`config.mk`:
```
export PLATFORM = sky130hd
export DESIGN_NAME = ossp_serial_port
export DESIGN_NICKNAME = d
export VERILOG_FILES = /design/src/core/ossp_pkg.sv /design/src/core/ossp_serial_port.sv /design/src/core/ossp_tier_timer.sv
export SDC_FILE = /design/constraint.sdc
export NUM_CORES = 1
export LEC_CHECK = 0
export ABC_CLOCK_PERIOD_IN_PS = 4600
export BUFFER_PORTS_ARGS = -buffer_cell sky130_fd_sc_hd__buf_2
export CAP_MARGIN = 20
export CORE_ASPECT_RATIO = 1.25
export CORE_UTILIZATION = 57
export DETAILED_ROUTE_END_ITERATION = 12
export PLACE_DENSITY = 0.77
export SLEW_MARGIN = 20
export SYNTH_ARGS = -nofsm -noshare
export SYNTH_HDL_FRONTEND = slang
export SYNTH_SLANG_ARGS = --single-unit
```
`constraint.sdc`:
```
create_clock -name mclk -period 4.6 [get_ports mclk]
set_clock_uncertainty 0.05 [all_clocks]
set_input_delay 0 -clock mclk [delete_from_list [all_inputs] [get_ports mclk]]
set_output_delay 0 -clock mclk [all_outputs]
set_load 0.01 [all_outputs]
```
`src/core/ossp_pkg.sv`:
```
// Constants shared by the optical sensor serial port and its dwell timer.
// Assumes a single 100 MHz core clock; all times are turned into cycle counts here.
// How it works
// RULE1 - Port only answers transfers the host starts.
// RULE2 - Deselected: ignore clock, data; release MISO.
// RULE3 - Port wakes only after chip select falls.
// RULE4 - Chip select rising aborts, resets port logic.
// RULE5 - Host keeps normal delays after an abort.
// RULE6 - Host frames every transaction with chip select.
// RULE7 - Burst locks port until chip select rises.
// RULE8 - No motion steps run, tier1, tier2, tier3.
// RULE9 - Default dwells: under 1s, 10s, 600s.
// RULE10 - Default wake response: 20, 100, 500 ms.
// RULE11 - Registers 0x0e..0x13 program periods and dwells.
// RULE12 - Motion raises movement interrupt toward host.
// RULE13 - Interrupt selectable level/edge and polarity.
// RULE14 - Level mode follows move flag with unread data.
// RULE15 - All data read: zero displacement, clear flag.
// RULE16 - Edge mode: 380 ns pulse on rest wake.
// RULE17 - Move flag set when displacement is ready.
// RULE18 - Twelve-bit mode adds upper nibbles register.
// RULE19 - Write: address byte MSB one, then data.
// RULE20 - MOSI sampled on rising serial clock.
// RULE21 - Host alone drives the serial clock.
// RULE22 - Read: MSB zero; data changes on falling clock.
// RULE23 - Host waits 4 us before read data.
// RULE24 - Motion in rest returns to run, restarts dwell.
// RULE25 - Serial inputs synchronised; edges found internally.
package ossp_pkg;

	localparam int CLK_PERIOD_NS = 10;

	// Register addresses on the serial port.
	localparam logic [6:0] ADDR_MOVE_STAT  = 7'h02;
	localparam logic [6:0] ADDR_DISP_X     = 7'h03;
	localparam logic [6:0] ADDR_DISP_Y     = 7'h04;
	localparam logic [6:0] ADDR_DISP_UPPER = 7'h0C;
	localparam logic [6:0] ADDR_CFG_FIRST  = 7'h0E;
	localparam logic [6:0] ADDR_CFG_LAST   = 7'h13;
	localparam logic [6:0] ADDR_BURST      = 7'h63;
	localparam int         CFG_COUNT       = 6;

	// Field position of move_flag inside the status register.
	localparam int MOVE_FLAG_BIT = 7;

	// Reset values of the six tier configuration registers, in address order.
	localparam logic [7:0] CFG_RESET [CFG_COUNT] = '{8'h08, 8'h01, 8'h1F, 8'h09, 8'h2F, 8'h31};
	localparam int CFG_RUN_DWELL = 0;
	localparam int CFG_T1_PERIOD = 1;
	localparam int CFG_T1_DWELL  = 2;
	localparam int CFG_T2_PERIOD = 3;
	localparam int CFG_T2_DWELL  = 4;
	localparam int CFG_T3_PERIOD = 5;

	// Base time tick; periods are (value + 1) ticks.
	localparam int TICK_MS     = 10;
	localparam int TICK_CYCLES = TICK_MS * 1000000 / CLK_PERIOD_NS;

	// Dwell units in base ticks: 100 ms, 320 ms and 12.8 s per count.
	localparam logic [19:0] DWELL_UNIT_RUN = 20'h0000A;
	localparam logic [19:0] DWELL_UNIT_T1  = 20'h00020;
	localparam logic [19:0] DWELL_UNIT_T2  = 20'h00500;

	// Edge-mode interrupt pulse, rounded down to whole cycles.
	localparam int         IRQ_PULSE_NS  = 380;
	localparam logic [5:0] IRQ_PULSE_CYC = 6'(IRQ_PULSE_NS / CLK_PERIOD_NS);

	typedef enum logic [3:0] {
		TIER_RUN = 4'b0001,
		TIER_1   = 4'b0010,
		TIER_2   = 4'b0100,
		TIER_3   = 4'b1000
	} ossp_tier_t;

	typedef enum logic [3:0] {
		PH_ADDR  = 4'b0001,
		PH_WDATA = 4'b0010,
		PH_RDATA = 4'b0100,
		PH_BURST = 4'b1000
	} ossp_phase_t;

endpackage

```
`src/core/ossp_serial_port.sv`:
```
// Four-wire serial slave, tier power management and movement interrupt of the motion sensor.
// Assumes sclk, mosi and chip_sel_n come from an external master in a foreign clock domain,
// and that motion_valid with its deltas comes from the imaging core on mclk.
`timescale 1ns/1ps
module ossp_serial_port
	import ossp_pkg::*;
#(
	parameter int TICK_LEN = TICK_CYCLES
) (
	input  wire logic        mclk,
	input  wire logic        reset_n,
	input  wire logic        clk_en,
	input  wire logic        sclk,
	input  wire logic        mosi,
	input  wire logic        chip_sel_n,
	output logic             miso,
	output logic             miso_oe,
	input  wire logic        motion_valid,
	input  wire logic [11:0] motion_dx,
	input  wire logic [11:0] motion_dy,
	input  wire logic        report_12bit,
	input  wire logic        irq_edge_mode,
	input  wire logic        irq_active_high,
	output logic             movement_irq,
	output logic [3:0]       power_tier,
	output logic             move_flag
);

	// Synchroniser stages; stage one feeds only stage two.
	// The third clock stage only finds edges; it never feeds a data path.
	logic cs_s1_q, cs_s2_q;
	logic sclk_s1_q, sclk_s2_q, sclk_s3_q;
	logic mosi_s1_q, mosi_s2_q;

	// Serial engine state.
	// The bit counter wraps at eight, so every byte boundary falls out of it.
	ossp_phase_t phase_q;
	logic [2:0]  bit_cnt_q;
	logic [7:0]  shin_q;
	logic [6:0]  waddr_q;
	logic [7:0]  shout_q;
	logic        miso_q;
	logic [2:0]  burst_idx_q;

	// Register file and motion data.
	// Displacement is kept at twelve bits whatever the reporting width.
	logic [7:0]  cfg_q [CFG_COUNT];
	logic [11:0] disp_x_q, disp_y_q;
	logic        move_flag_q;
	logic        seen_x_q, seen_y_q, seen_u_q;

	// Power management and interrupt.
	ossp_tier_t  tier_q;
	logic        pending_q;
	logic [5:0]  pulse_cnt_q;
	logic        irq_q;
	logic [23:0] tick_cnt_q;
	logic        tick_q;

	// All three serial inputs cross two flops before anything looks at them.
	always_ff @(posedge mclk or negedge reset_n) begin
		if (!reset_n) begin
			cs_s1_q   <= 1'b1;
			cs_s2_q   <= 1'b1;
			sclk_s1_q <= 1'b1;
			sclk_s2_q <= 1'b1;
			sclk_s3_q <= 1'b1;
			mosi_s1_q <= 1'b0;
			mosi_s2_q <= 1'b0;
		end else if (clk_en) begin
			cs_s1_q   <= chip_sel_n; // RULE25
			cs_s2_q   <= cs_s1_q;
			sclk_s1_q <= sclk; // RULE25
			sclk_s2_q <= sclk_s1_q;
			sclk_s3_q <= sclk_s2_q;
			mosi_s1_q <= mosi; // RULE25
			mosi_s2_q <= mosi_s1_q;
		end
	end

	// Edges are only honoured while selected, so stray clocks on a shared bus do nothing.
	wire       port_on    = ~cs_s2_q; // RULE2 RULE3
	wire       sclk_rise  = port_on & sclk_s2_q & ~sclk_s3_q; // RULE25 RULE20
	wire       sclk_fall  = port_on & ~sclk_s2_q & sclk_s3_q; // RULE25 RULE22
	wire [7:0] shin_next  = {shin_q[6:0], mosi_s2_q};
	wire       byte_done  = sclk_rise & (bit_cnt_q == 3'h7);
	wire [6:0] rx_addr    = shin_next[6:0];

	// Byte-level decode of what just completed.
	wire addr_done  = byte_done & (phase_q == PH_ADDR);
	wire is_write   = addr_done & shin_next[7]; // RULE19
	wire is_read    = addr_done & ~shin_next[7]; // RULE22
	wire start_bst  = is_read & (rx_addr == ADDR_BURST);
	wire wr_take    = byte_done & (phase_q == PH_WDATA); // RULE19
	wire bst_next   = byte_done & (phase_q == PH_BURST);
	wire rd_phase   = (phase_q == PH_RDATA) | (phase_q == PH_BURST);

	// Register read selection; unmapped addresses read zero.
	wire [7:0] upper_byte = {disp_x_q[11:8], disp_y_q[11:8]}; // RULE18
	wire       rd_cfg     = (rx_addr >= ADDR_CFG_FIRST) & (rx_addr <= ADDR_CFG_LAST);
	wire [2:0] rd_cfg_idx = 3'(rx_addr - ADDR_CFG_FIRST);
	wire [7:0] status_byte = 8'(move_flag_q) << MOVE_FLAG_BIT;
	wire [7:0] rd_data =
		(rx_addr == ADDR_MOVE_STAT)  ? status_byte :
		(rx_addr == ADDR_DISP_X)     ? disp_x_q[7:0] :
		(rx_addr == ADDR_DISP_Y)     ? disp_y_q[7:0] :
		(rx_addr == ADDR_DISP_UPPER) ? upper_byte :
		rd_cfg                       ? cfg_q[rd_cfg_idx] : 8'h00;

	// Burst streams x, y, then the upper nibbles when twelve-bit, then zeros.
	wire [2:0] bst_idx  = start_bst ? 3'h0 : burst_idx_q;
	wire [7:0] bst_data =
		(bst_idx == 3'h0) ? disp_x_q[7:0] :
		(bst_idx == 3'h1) ? disp_y_q[7:0] :
		((bst_idx == 3'h2) && report_12bit) ? upper_byte : 8'h00; // RULE18
	wire       bst_load = start_bst | bst_next;

	// Which displacement bytes the host has now taken.
	wire take_x = (is_read & (rx_addr == ADDR_DISP_X)) | (bst_load & (bst_idx == 3'h0));
	wire take_y = (is_read & (rx_addr == ADDR_DISP_Y)) | (bst_load & (bst_idx == 3'h1));
	wire take_u = (is_read & (rx_addr == ADDR_DISP_UPPER))
		| (bst_load & (bst_idx == 3'h2) & report_12bit);

	// Phase sequencing; deselect drops any half-done transaction.
	// Burst keeps the phase locked until deselect, so no byte inside it is decoded.
	always_ff @(posedge mclk or negedge reset_n) begin
		if (!reset_n) begin
			phase_q <= PH_ADDR;
		end else if (clk_en) begin
			if (!port_on) begin
				phase_q <= PH_ADDR; // RULE4
			end else if (byte_done) begin
				unique case (phase_q)
					PH_ADDR: begin
						phase_q <= is_write ? PH_WDATA : (start_bst ? PH_BURST : PH_RDATA);
					end
					PH_WDATA: phase_q <= PH_ADDR;
					PH_RDATA: phase_q <= PH_ADDR;
					PH_BURST: phase_q <= PH_BURST; // RULE7
				endcase
			end
		end
	end

	// Bit counter and input shifter move only on qualified rising edges.
	always_ff @(posedge mclk or negedge reset_n) begin
		if (!reset_n) begin
			bit_cnt_q <= 3'h0;
			shin_q    <= 8'h00;
			waddr_q   <= 7'h00;
		end else if (clk_en) begin
			if (!port_on) begin
				bit_cnt_q <= 3'h0; // RULE4
			end else if (sclk_rise) begin
				bit_cnt_q <= bit_cnt_q + 3'h1;
				shin_q    <= shin_next; // RULE20
				if (is_write) begin
					waddr_q <= rx_addr;
				end
			end
		end
	end

	// Output shifter: loaded when the address completes, shifted on falling edges.
	// The host must leave the address-to-data gap so the byte is ready in time.
	// Deselect clears the output bit so a later select never shows stale data.
	always_ff @(posedge mclk or negedge reset_n) begin
		if (!reset_n) begin
			shout_q     <= 8'h00;
			miso_q      <= 1'b0;
			burst_idx_q <= 3'h0;
		end else if (clk_en) begin
			if (!port_on) begin
				burst_idx_q <= 3'h0; // RULE4
				miso_q      <= 1'b0;
			end else if (bst_load) begin
				shout_q     <= bst_data;
				burst_idx_q <= (bst_idx == 3'h7) ? 3'h7 : bst_idx + 3'h1;
			end else if (is_read) begin
				shout_q <= rd_data; // RULE22 RULE23
			end else if (sclk_fall && rd_phase) begin
				miso_q  <= shout_q[7]; // RULE22
				shout_q <= {shout_q[6:0], 1'b0};
			end
		end
	end

	// Pin only driven while selected; the bit itself comes straight from a flop.
	assign miso    = miso_q;
	assign miso_oe = port_on; // RULE2 RULE1

	// Tier configuration registers; writes elsewhere are dropped.
	// A write takes effect one clock after its last data bit is seen.
	wire       wr_cfg     = wr_take & (waddr_q >= ADDR_CFG_FIRST) & (waddr_q <= ADDR_CFG_LAST);
	wire [2:0] wr_cfg_idx = 3'(waddr_q - ADDR_CFG_FIRST);

	always_ff @(posedge mclk or negedge reset_n) begin
		if (!reset_n) begin
			for (int i = 0; i < CFG_COUNT; i++) begin
				cfg_q[i] <= CFG_RESET[i]; // RULE9 RULE10
			end
		end else if (clk_en && wr_cfg) begin
			cfg_q[wr_cfg_idx] <= shin_next; // RULE11
		end
	end

	// Base tick for every tier timer; long, so a bench may shorten it.
	// Every tier measures time in these ticks, so one counter serves them all.
	always_ff @(posedge mclk or negedge reset_n) begin
		if (!reset_n) begin
			tick_cnt_q <= 24'h000000;
			tick_q     <= 1'b0;
		end else if (clk_en) begin
			tick_q     <= (tick_cnt_q == 24'(TICK_LEN - 1));
			tick_cnt_q <= (tick_cnt_q == 24'(TICK_LEN - 1)) ? 24'h000000 : tick_cnt_q + 24'h000001;
		end
	end

	// Period and dwell limits for the current tier.
	wire        in_run  = (tier_q == TIER_RUN);
	wire [19:0] per_lim =
		(tier_q == TIER_1) ? 20'(cfg_q[CFG_T1_PERIOD]) + 20'h00001 :
		(tier_q == TIER_2) ? 20'(cfg_q[CFG_T2_PERIOD]) + 20'h00001 :
		20'(cfg_q[CFG_T3_PERIOD]) + 20'h00001; // RULE10 RULE11
	wire [19:0] dwell_lim =
		in_run             ? 20'(20'(cfg_q[CFG_RUN_DWELL]) * DWELL_UNIT_RUN) :
		(tier_q == TIER_1) ? 20'(20'(cfg_q[CFG_T1_DWELL]) * DWELL_UNIT_T1) :
		20'(20'(cfg_q[CFG_T2_DWELL]) * DWELL_UNIT_T2); // RULE9 RULE11

	// In a rest tier motion is only looked at once per sampling period.
	// The period timer paces sampling in a rest tier; the dwell timer paces downshifts.
	// Both restart on a tier change, so a new tier always starts a full interval.
	logic per_done;
	logic dwell_done;
	wire  sample    = ~in_run & per_done;
	wire  accept    = in_run ? motion_valid : (sample & (pending_q | motion_valid));
	wire  wake      = accept & ~in_run; // RULE24
	wire  downshift = dwell_done & (tier_q != TIER_3) & ~accept;
	wire  tier_chg  = wake | downshift;

	ossp_tier_timer #(
		.W(20)
	) u_period (
		.mclk    (mclk),
		.reset_n (reset_n),
		.clk_en  (clk_en),
		.restart (tier_chg | sample),
		.tick    (tick_q),
		.limit   (per_lim),
		.done    (per_done)
	);

	ossp_tier_timer #(
		.W(20)
	) u_dwell (
		.mclk    (mclk),
		.reset_n (reset_n),
		.clk_en  (clk_en),
		.restart (tier_chg | accept), // RULE24
		.tick    (tick_q),
		.limit   (dwell_lim),
		.done    (dwell_done)
	);

	// Tier walk: deeper on quiet dwell, back to run on any accepted motion.
	// Tier three is the floor: it is only ever left through a wake.
	always_ff @(posedge mclk or negedge reset_n) begin
		if (!reset_n) begin
			tier_q    <= TIER_RUN;
			pending_q <= 1'b0;
		end else if (clk_en) begin
			pending_q <= ~in_run & ~sample & (pending_q | motion_valid);
			if (wake) begin
				tier_q <= TIER_RUN; // RULE24
			end else if (downshift) begin
				unique case (tier_q)
					TIER_RUN: tier_q <= TIER_1; // RULE8
					TIER_1:   tier_q <= TIER_2; // RULE8
					TIER_2:   tier_q <= TIER_3; // RULE8
					TIER_3:   tier_q <= TIER_3;
				endcase
			end
		end
	end

	// Displacement accumulates every frame; reading it all zeroes it.
	// A new frame in the clearing cycle survives, so motion is never lost.
	wire all_read = move_flag_q & seen_x_q & seen_y_q & (seen_u_q | ~report_12bit); // RULE15
	wire [11:0] base_x = all_read ? 12'h000 : disp_x_q;
	wire [11:0] base_y = all_read ? 12'h000 : disp_y_q;

	always_ff @(posedge mclk or negedge reset_n) begin
		if (!reset_n) begin
			disp_x_q <= 12'h000;
			disp_y_q <= 12'h000;
		end else if (clk_en) begin
			disp_x_q <= motion_valid ? base_x + motion_dx : base_x; // RULE15
			disp_y_q <= motion_valid ? base_y + motion_dy : base_y; // RULE15
		end
	end

	// Flag set wins over clear; read marks restart with each accepted report.
	always_ff @(posedge mclk or negedge reset_n) begin
		if (!reset_n) begin
			move_flag_q <= 1'b0;
			seen_x_q    <= 1'b0;
			seen_y_q    <= 1'b0;
			seen_u_q    <= 1'b0;
		end else if (clk_en) begin
			move_flag_q <= accept | (move_flag_q & ~all_read); // RULE17 RULE15
			seen_x_q    <= ~accept & ~all_read & (seen_x_q | take_x);
			seen_y_q    <= ~accept & ~all_read & (seen_y_q | take_y);
			seen_u_q    <= ~accept & ~all_read & (seen_u_q | take_u);
		end
	end

	// Interrupt pin: level follows the flag, edge gives a short pulse on rest wake.
	// Edge mode pulses only on a wake, so motion during run never pulses the pin.
	wire irq_level  = move_flag_q; // RULE14
	wire irq_pulse  = (pulse_cnt_q != 6'h00); // RULE16
	wire irq_assert = irq_edge_mode ? irq_pulse : irq_level; // RULE13 RULE12

	always_ff @(posedge mclk or negedge reset_n) begin
		if (!reset_n) begin
			pulse_cnt_q <= 6'h00;
			irq_q       <= 1'b0;
		end else if (clk_en) begin
			if (wake) begin
				pulse_cnt_q <= IRQ_PULSE_CYC; // RULE16
			end else if (irq_pulse) begin
				pulse_cnt_q <= pulse_cnt_q - 6'h01;
			end
			irq_q <= irq_active_high ? irq_assert : ~irq_assert; // RULE13
		end
	end

	// Status outputs come straight from flops, so the pins never glitch.
	assign movement_irq = irq_q;
	assign power_tier   = tier_q;
	assign move_flag    = move_flag_q;

endmodule

```
`src/core/ossp_tier_timer.sv`:
```
// Saturating tick counter that flags when a programmed limit is reached.
// Assumes tick and restart come from logic on the same clock.
`timescale 1ns/1ps
module ossp_tier_timer
	import ossp_pkg::*;
#(
	parameter int W = 20
) (
	input  wire logic         mclk,
	input  wire logic         reset_n,
	input  wire logic         clk_en,
	input  wire logic         restart,
	input  wire logic         tick,
	input  wire logic [W-1:0] limit,
	output logic              done
);

	logic [W-1:0] cnt_q;

	// Count ticks up to the limit and hold there; restart wins over counting.
	always_ff @(posedge mclk or negedge reset_n) begin
		if (!reset_n) begin
			cnt_q <= '0;
		end else if (clk_en) begin
			if (restart) begin
				cnt_q <= '0;
			end else if (tick && (cnt_q < limit)) begin
				cnt_q <= cnt_q + W'(1);
			end
		end
	end

	// A limit that is lowered below the count still reads as reached.
	assign done = (cnt_q >= limit);

endmodule

```
==> results of run 1 <==
-- cells by family after synthesis --
logic type | synth area share (%)
xor gates and xnor gates | 4.40
adders and majority gates | 9.32
and+or+nand+nor | 18.0
AOI/OAI and AO/OA | 16.6
muxes | 9.52
DFF | 38.8
buffers and inverters | 3.47
-- final timing paths --
kind	from	end	slack, ns	cells past startpoint
min in group asynchronous	reset_n	u_period.cnt_q[10]	0.13	2
hold / removal	motion_dy[2]	disp_y_q[2]	0.009	4
setup / recovery	cfg_q[9]	power_tier[3]	0.17	19
hold reg to reg	tick_cnt_q[23]	tick_cnt_q[23]	0.43	1
max in group asynchronous	reset_n	waddr_q[3]	3.21	3
setup reg to reg	cfg_q[9]	power_tier[3]	0.17	19
-- cells in the final DEF (no fill, tap or decap), types with 15 or more instances in the layout --
master and n:
or3_1 20, clkbuf_16 17, nand2_1 124, mux2_2 66, nand4_1 23, mux2i_1 27
xor2_1 22, buf_2 40, dfrtp_1 169, ha_1 86, nand3_1 38, o21ai_0 79
nor2_1 79, dfstp_2 24, a21oi_1 60, inv_1 46, nor3_1 24, a21o_1 15
buf_4 32, o31ai_1 16, dlygate4sd3_1 17, xnor2_1 41, and2_1 29, nand2b_1 27
-- per-stage QoR --
stage | instances | power, mW | setup TNS (ns) | utilization, % | cell area [µm²]
6_report | 1644 | 5.74 | 0 | 65.0 | 14000
5_1_grt | 1644 | 6.08 | -0.121 | 65.0 | 14000
4_1_cts | 1641 | 5.74 | 0 | 64.7 | 13900
3_5_place_dp | 1590 | 4.09 | 0 | 60.8 | 13100
3_3_place_gp | 1590 | 4.04 | 0 | 60.7 | 13100
2_1_floorplan | 1298 | 3.54 | 0 | - | 12500
-- metal layers --
metal | global-route usage (%) | routed length (µm) | vias up
met5 | 0 | 0 | -
met4 | 13.0 | 1150 | 0
met3 | 3.94 | 997 | 83
met2 | 49.3 | 15300 | 256
met1 | 33.1 | 12200 | 4867
li1 | - | - | 4864
-- where the power goes --
part	internal, mW	switching [mW]	leakage [nW]	total [mW]
Sequential	1.93	0.336	2.51	2.26
Combinational	0.813	1.04	3.45	1.85
Clock	0.816	0.811	0.317	1.63
Total	3.55	2.18	6.28	5.74
-- final cells by class --
cell class / count / area [µm²] / share of cell area, %
clock buffers: 17 / 425 / 3.04
clock inverters: 15 / 235 / 1.68
inverters: 46 / 173 / 1.23
multi-input cells: 1002 / 7310 / 52.1
flip-flops and latches: 193 / 4860 / 34.7
well taps: 279 / 349 / 2.49
repair buffers: 92 / 664 / 4.74
-- registers in the layout (all words and copies together) (netlist names), 4 cells and up --
signal,cells
shout_q,8
shin_q,7
pulse_cnt_q,6
disp_y_q,12
waddr_q,7
disp_x_q,12
cfg_q,48
phase_q,4
u_period.cnt_q,20
power_tier,4
tick_cnt_q,24
u_dwell.cnt_q,20
-- worst reg2reg max path: cells and delay by family (launching register included) --
family	cells	cell delay, ns
simple gates	5	1.21
buf+inv	2	0.13
compound gates	7	1.26
fa+ha+maj	4	0.98
flops	1	0.55
xor+xnor	1	0.13
-- what timing repair did --
action	4_1_cts	5_1_grt
hold endpoints to repair	99	0
hold buffers	17	0
gates resized for setup	0	10
buffers inserted	2	3
endpoints found under the setup margin	2	44
pin swaps	1	3
==> results.cfg, run 1 <==
[outcome]
outcome = complete, no violations

[yosys]
synthCells = 1298
synth.most_common_cell = dfrtp_1
netlist_area_mm2 = 0.0125
synth.area.top_cells = dfrtp_1 34%, ha_1 8.7%, mux2_2 5.9%
synth_top_area_share_pct = 33.7
netlist_top_cells_count = 169 x dfrtp_1, 124 x nand2_1, 87 x ha_1
yosys.area.top_type = dfrtp_1
syn_area_per_cell_um2 = 9.66
ys_dominant_reg_cell = dfrtp_1
synth_edf_count = 0
seq_area_frac_synth_pct = 38.8
ys_ff_latch = 193
synthArstFlopShare_pct = 100
ys_types = 79
synth_nets = 1423
yosysWarnings = 0

[route]
drt-initial-drc-count = 663
final_antenna_net_count = 0
drt-pass1-iter-count = 5
via_per_inst = 6.13
wl_um = 29600
route.detailed.drc = 0
vias = 10100
wl_per_cell_um = 18.0

[min_path]
hold_class = input pin to flip-flop

[setup_path]
slowest_stage = dfstp_2
start_kind = flip-flop
path_class = flip-flop to flip-flop
slowest_delay_ns = 0.55
path_delay_family = compound AO/OA/AOI/OAI gates
crit_path_end_kind = flip-flop
path_buf_inv = 2
crit_required_ns = 4.89
crit_chain = ha_1 > ha_1 > inv_1 > fa_2 > inv_1 > a21o_1 > a21oi_2 > o21bai_1 > a21oi_1 > xnor2_1 > nand2_1 > ha_4 > nand3_1 > or4_4 > a2111oi_4 > nor3_1 > o21a_2 > or3_1 > a32o_1
worstPathMaxFanout = 4
cp_data_arrival_time_ns = 4.72

[clock_tree]
path_clk_slew_ns = 0.09
clock_path_buffers = 2
cts_sinks = 193
clkLatencyLatePin_ns = 0.46
cts_buffers = 17
root_buffer = clkbuf_16
cts_tree = done
cts_htree_levels = 4

[global_routing]
grt_overflow_total = 0
grt_pass1_wl_um = 50500
grtUsageTotal_pct = 27.8
grt_max_degree = 102
first_global_vias = 10400
grt_antenna_before_repair = 0

[cells_and_area]
drive_gt1_share_pct = 17.5
layout.nets = 1477
n_antenna_cell = 0
area_delta_synth_final_pct = 11.7
num-fill-cells = 1704

[placed_design]
gp_congestion = 0.901
hpwl_um = 21200
place_ws_ns = 0.000567
portBuffers = 41

[timing]
clock.fmax_mhz = 226
post-route-period-util_pct = 96.2
slew_headroom_pct = 43.4
min_period_ns = 4.43
grt_setup_unrepaired = true
slew_viol_final = 0
setup_ws_ns = 0.174
setup_violations = 0
hold_ws_ns = 0.00936
hold_viol_final = 0
worst_pin_slew_ns = 0.844

[floorplan]
start_util_pct = 58.2
rows = 60
core_area_mm2 = 0.0215
die_h_um = 168
die_area_mm2 = 0.0226
dieWidth_um = 135
io_pins = 42

[power_and_ir_drop]
vdd_ir_drop_max_v = 0.000305
power.leakage_nw = 6.28
p_per_area_mw_per_mm2 = 410

[flow_run]
drv_cap = 0
No activity file was read; power rests on OpenSTA's default activity.
==> run 2, diff against run 1 <==
--- a/config.mk
+++ b/config.mk
@@ -11,7 +11,9 @@
 export CORE_ASPECT_RATIO = 1.25
 export CORE_UTILIZATION = 57
 export DETAILED_ROUTE_END_ITERATION = 12
+export GPL_TIMING_DRIVEN = 0
 export PLACE_DENSITY = 0.77
+export REMOVE_ABC_BUFFERS = 1
 export SLEW_MARGIN = 20
 export SYNTH_ARGS = -nofsm -noshare
 export SYNTH_HDL_FRONTEND = slang
==> results.cfg, run 2 (synthesis gave the netlist of run 1 again) <==
[cells_and_area]
final_common_cell = dfrtp_1
layout_common_cells = 165 x dfrtp_1, 124 x nand2_1, 84 x ha_1
area_delta_synth_final_pct = 13.1
final_area_mm2 = 0.0142
drive_gt1_share_pct = 18.8
seqCellArea_mm2 = 0.00486
n_antenna_cell = 0
multi_input_comb_area_mm2 = 0.00744
largest_reg_flops = 48
layout.nets = 1470
num-fill-cells = 1615
biggestRegsByFlops = cfg_q x48, tick_cnt_q x24
regMostFlops = cfg_q

[floorplan]
core_area_mm2 = 0.0215
rows = 60
start_util_pct = 58.2
dieWidth_um = 135
die_area_mm2 = 0.0226
die_h_um = 168
io_pins = 42

[timing]
hold_viol_final = 1
worst_pin_slew_ns = 0.961
grt_setup_unrepaired = true
hold_ws_ns = -0.00672
slew_headroom_pct = 35.9
post-route-period-util_pct = 98.4
min_period_ns = 4.53
slew_viol_final = 0
setup_violations = 0
clock.fmax_mhz = 221

[clock_tree]
cts_tree = done
cts_buffers = 17
cts_sinks = 193
clock_path_buffers = 2
cts_htree_levels = 4
path_clk_slew_ns = 0.08
root_buffer = clkbuf_16
clkLatencyLatePin_ns = 0.45

[power_and_ir_drop]
power.leakage_nw = 6.30
p_per_area_mw_per_mm2 = 405
vdd_ir_drop_max_v = 0.000302

[setup_path]
cp_data_arrival_time_ns = 4.76
r2r_start = cfg_q[10]
path_class = flip-flop to flip-flop
crit_path_end_kind = flip-flop
crit_required_ns = 4.83
worstPathMaxFanout = 18
start_kind = flip-flop
regToRegSetupSlack_ns = 0.07
reg2regPathDepth = 18
r2r_end = u_period.cnt_q[13]

[global_routing]
grt_max_degree = 69
grtUsageTotal_pct = 27.6
grt_antenna_before_repair = 0
first_global_vias = 10100
grt_overflow_total = 0
grt_pass1_wl_um = 49700

[min_path]
hold_class = input pin to flip-flop
hp-start = motion_dx[11]
min_to = disp_x_q[11]
hold_depth = 5

[placed_design]
dpl_cell_area_mm2 = 0.0130
portBuffers = 41
gp_congestion = 0.897
hpwl_um = 20700

[route]
via_per_inst = 6.26
vias = 10200
route.detailed.drc = 0
drt-initial-drc-count = 727
wl_per_cell_um = 18.8
drt-pass1-iter-count = 7
wl_um = 30700
final_antenna_net_count = 0

[outcome]
violations = negative hold slack
outcome = complete, but fails checks

[flow_run]
drv_cap = 0
[run 2: where the power goes]
group / internal [mW] / switching, mW
clock: 0.797 / 0.771
combinational: 0.830 / 0.996
sequential: 1.93 / 0.427
total: 3.56 / 2.19
[run 2: what timing repair did]
action	in CTS	in global routing
endpoints found under the hold margin	186	0
pin swaps	3	17
buffers inserted	3	17
gates cloned	0	3
gates resized for setup	12	25
hold buffers	13	0
endpoints found under the setup margin	49	50
[run 2: worst max-delay path, stage by stage (launching register included)]
cell and delay [ns]:
dfstp_2 0.58, ha_1 0.27, ha_1 0.31, a21o_1 0.19, a21oi_1 0.25, o21bai_1 0.12, a21oi_2 0.18, xnor2_1 0.14
nand2_1 0.07, ha_1 0.35, nand3_4 0.09, or4_4 0.54, a2111oi_4 0.37, nor3_2 0.09, o21a_4 0.19, buf_4 0.16
o21ai_4 0.14, buf_12 0.15, a21boi_0 0.10
[run 2: worst max-delay path by stage]
stage / from / to / slack [ns]
global placement: power_tier[1] / u_dwell.cnt_q[19] / -1.79
floorplan: power_tier[1] / u_period.cnt_q[7] / -0.27
global route: cfg_q[9] / u_period.cnt_q[13] / -0.07
finish: cfg_q[10] / u_period.cnt_q[13] / 0.07
detailed placement: power_tier[2] / u_dwell.cnt_q[1] / -0.38
CTS: cfg_q[9] / power_tier[3] / 0.06
[run 2: metrics by stage]
| stage | power [mW] | utilization [%] | instances | TNS [ns] | setup WS (ns) |
|---|---|---|---|---|---|
| 6_report | 5.75 | 65.8 | 1637 | 0 | 0.0744 |
| 5_1_grt | 6.08 | 65.8 | 1637 | -0.797 | -0.0708 |
| 4_1_cts | 5.66 | 64.2 | 1616 | 0 | 0.0554 |
| 3_5_place_dp | 4.03 | 60.2 | 1568 | -9.83 | -0.382 |
| 3_3_place_gp | 3.92 | 59.6 | 1561 | -77.49 | -1.79 |
| 2_1_floorplan | 3.47 | - | 1241 | -5.35 | -0.273 |
[run 2: cell type report]
type	instances	share of cell area (%)
Inverter	46	1.22
Sequential cell	193	34.3
Tap cell	279	2.46
Timing Repair Buffer	85	5.12
Clock inverter	15	1.44
Multi-Input combinational cell	1002	52.5
Clock buffer	17	3.00
[run 2: per-layer routing]
layer / global-route usage (%) / share of wire [%] / vias up
met3: 4.00 / 3.7 / 84
met5: 0 / 0 / -
li1: - / - / 4847
met2: 48.3 / 52 / 269
met4: 13.6 / 3.8 / 0
met1: 32.9 / 41 / 5040
==> run 3, diff against run 2 <==
--- a/config.mk
+++ b/config.mk
@@ -5,14 +5,14 @@
 export SDC_FILE = /design/constraint.sdc
 export NUM_CORES = 1
 export LEC_CHECK = 0
-export ABC_CLOCK_PERIOD_IN_PS = 4600
+export ABC_CLOCK_PERIOD_IN_PS = 5860
 export BUFFER_PORTS_ARGS = -buffer_cell sky130_fd_sc_hd__buf_2
 export CAP_MARGIN = 20
 export CORE_ASPECT_RATIO = 1.25
-export CORE_UTILIZATION = 57
+export CORE_UTILIZATION = 68
 export DETAILED_ROUTE_END_ITERATION = 12
 export GPL_TIMING_DRIVEN = 0
-export PLACE_DENSITY = 0.77
+export PLACE_DENSITY = 0.86
 export REMOVE_ABC_BUFFERS = 1
 export SLEW_MARGIN = 20
 export SYNTH_ARGS = -nofsm -noshare
==> constraint.sdc (replaced) <==
create_clock -name mclk -period 5.86 [get_ports mclk]
set_clock_uncertainty 0.05 [all_clocks]
set_input_delay 0 -clock mclk [delete_from_list [all_inputs] [get_ports mclk]]
set_output_delay 0 -clock mclk [all_outputs]
set_load 0.01 [all_outputs]
==> results.cfg, run 3 (synthesis gave the netlist of run 1 again) <==
[timing]
slew_headroom_pct = 27.4
worst_pin_slew_ns = 1.09
min_period_ns = 5.18
setup_violations = 0
finalSetupTns_ns = 0
hold_viol_final = 0
clock.fmax_mhz = 193
grt_setup_unrepaired = false
setup_ws_ns = 0.684
slew_viol_final = 0
post-route-period-util_pct = 88.3

[flow_run]
drv_cap = 0

[placed_design]
hpwl_um = 20500
place_ws_ns = 0.800
dp_cells = 1516
dpl_cell_area_mm2 = 0.0129
portBuffers = 41
gp_congestion = 0.919

[global_routing]
first_global_vias = 10300
grt_antenna_before_repair = 0
grt_overflow_total = 0
grt_max_degree = 101
grt_pass1_wl_um = 49200
grtUsageTotal_pct = 32.8

[clock_tree]
cts_buffers = 17
cts_tree = done
clkLatencyLatePin_ns = 0.45
root_buffer = clkbuf_16
post-cts-setup-buffer-count = 0
clock_path_buffers = 2
cts_sinks = 193
path_clk_slew_ns = 0.08
cts_htree_levels = 4

[floorplan]
io_pins = 42
rows = 55
core_area_mm2 = 0.0181
die_area_mm2 = 0.0190
start_util_pct = 69.3
dieWidth_um = 123
die_h_um = 154

[power_and_ir_drop]
p_per_area_mw_per_mm2 = 323
power.leakage_nw = 6.10
vdd_ir_drop_max_v = 0.000219

[cells_and_area]
largest_reg_flops = 48
biggestRegsByFlops = cfg_q x48, tick_cnt_q x24
regMostFlops = cfg_q
num-fill-cells = 1234
layout.nets = 1445
drive_gt1_share_pct = 15.5
final_area_mm2 = 0.0136
final_common_cell = dfrtp_1
fin_util_pct = 75.3
area_delta_synth_final_pct = 8.66
layout_common_cells = 168 x dfrtp_1, 124 x nand2_1, 87 x ha_1
instances_no_fill = 1561
multi_input_comb_area_mm2 = 0.00729
n_antenna_cell = 0
seqCellArea_mm2 = 0.00486

[setup_path]
crit_path_end_kind = flip-flop
worstPathMaxFanout = 8
path_class = flip-flop to flip-flop
start_kind = flip-flop
cp_data_arrival_time_ns = 5.47
crit_required_ns = 6.15
regToRegSetupSlack_ns = 0.68

[route]
wl_um = 29800
drt-initial-drc-count = 746
drt-pass1-iter-count = 6
final_antenna_net_count = 0
wl_per_cell_um = 19.1
vias = 10400
route.detailed.drc = 0
via_per_inst = 6.64

[outcome]
outcome = complete, no violations

[min_path]
hold_class = input pin to flip-flop
run 3: changes by cell type in the layout (fill, tap and decap cells not counted), sizes merged:
| cell | previous run | this run |
|---|---|---|
| bufinv | 1 | 2 |
| clkbuf | 20 | 17 |
| inv | 55 | 58 |
| buf | 69 | 47 |
| clkinv | 4 | 0 |
run 3: layer usage:
metal	global-route usage, %	vias to the layer above	part of all wire [%]
li1	-	4789	-
met4	17.6	0	4.8
met2	57.0	357	52
met5	0	-	0
met3	3.97	117	4.7
met1	39.1	5098	39
run 3: what timing repair did:
action,in CTS,in global routing
hold endpoints to repair,104,0
gates resized for setup,0,0
hold buffers,13,0
run 3: area by class of cell:
cell class,instances,area share (%)
multi-input combinational,1002,53.5
sequential,193,35.7
clock buffer,17,3.12
timing repair buffer,60,3.00
tap,228,2.09
clock inverter,15,1.36
inverter,46,1.27
run 3: final timing paths:
path,from,to,cells past startpoint
worst max-delay path,power_tier[2],u_dwell.cnt_q[1],17
worst min-delay path,motion_dx[2],disp_x_q[2],4
worst max register to register,power_tier[2],u_dwell.cnt_q[1],17
worst min register to register,tick_cnt_q[23],tick_cnt_q[23],1
max in group asynchronous,reset_n,cfg_q[19],3
min in group asynchronous,reset_n,u_period.cnt_q[17],2
run 3: critical path, cell delays in order, from the launching register on:
cell     delay [ns]
dfrtp_1        0.58
inv_1          0.12
nor4_2         0.22
buf_2          0.28
buf_2          0.24
mux2i_1        0.10
o21ai_0        0.56
and3_1         0.29
nor3b_1        0.24
xnor2_1        0.16
ha_1           0.27
a21oi_1        0.18
o22ai_1        0.11
or3_1          0.37
a21o_1         0.25
a31oi_2        0.36
o21ai_1        0.31
o32ai_1        0.35
run 3: where the power goes:
group	leakage [nW]	switching, mW	internal (mW)
registers	2.51	0.336	1.51
logic	3.29	0.744	0.585
clock network	0.300	0.570	0.653
total	6.10	1.65	2.75
run 3: stage by stage:
stage / hold slack, ns / power (mW)
final: 0.00288 / 4.40
after floorplan: -0.346 / 2.72
after detailed placement: 0.00827 / 3.14
after CTS: 0.00244 / 4.38
after global routing: 0.0370 / 4.64
after global placement: 0.185 / 3.06
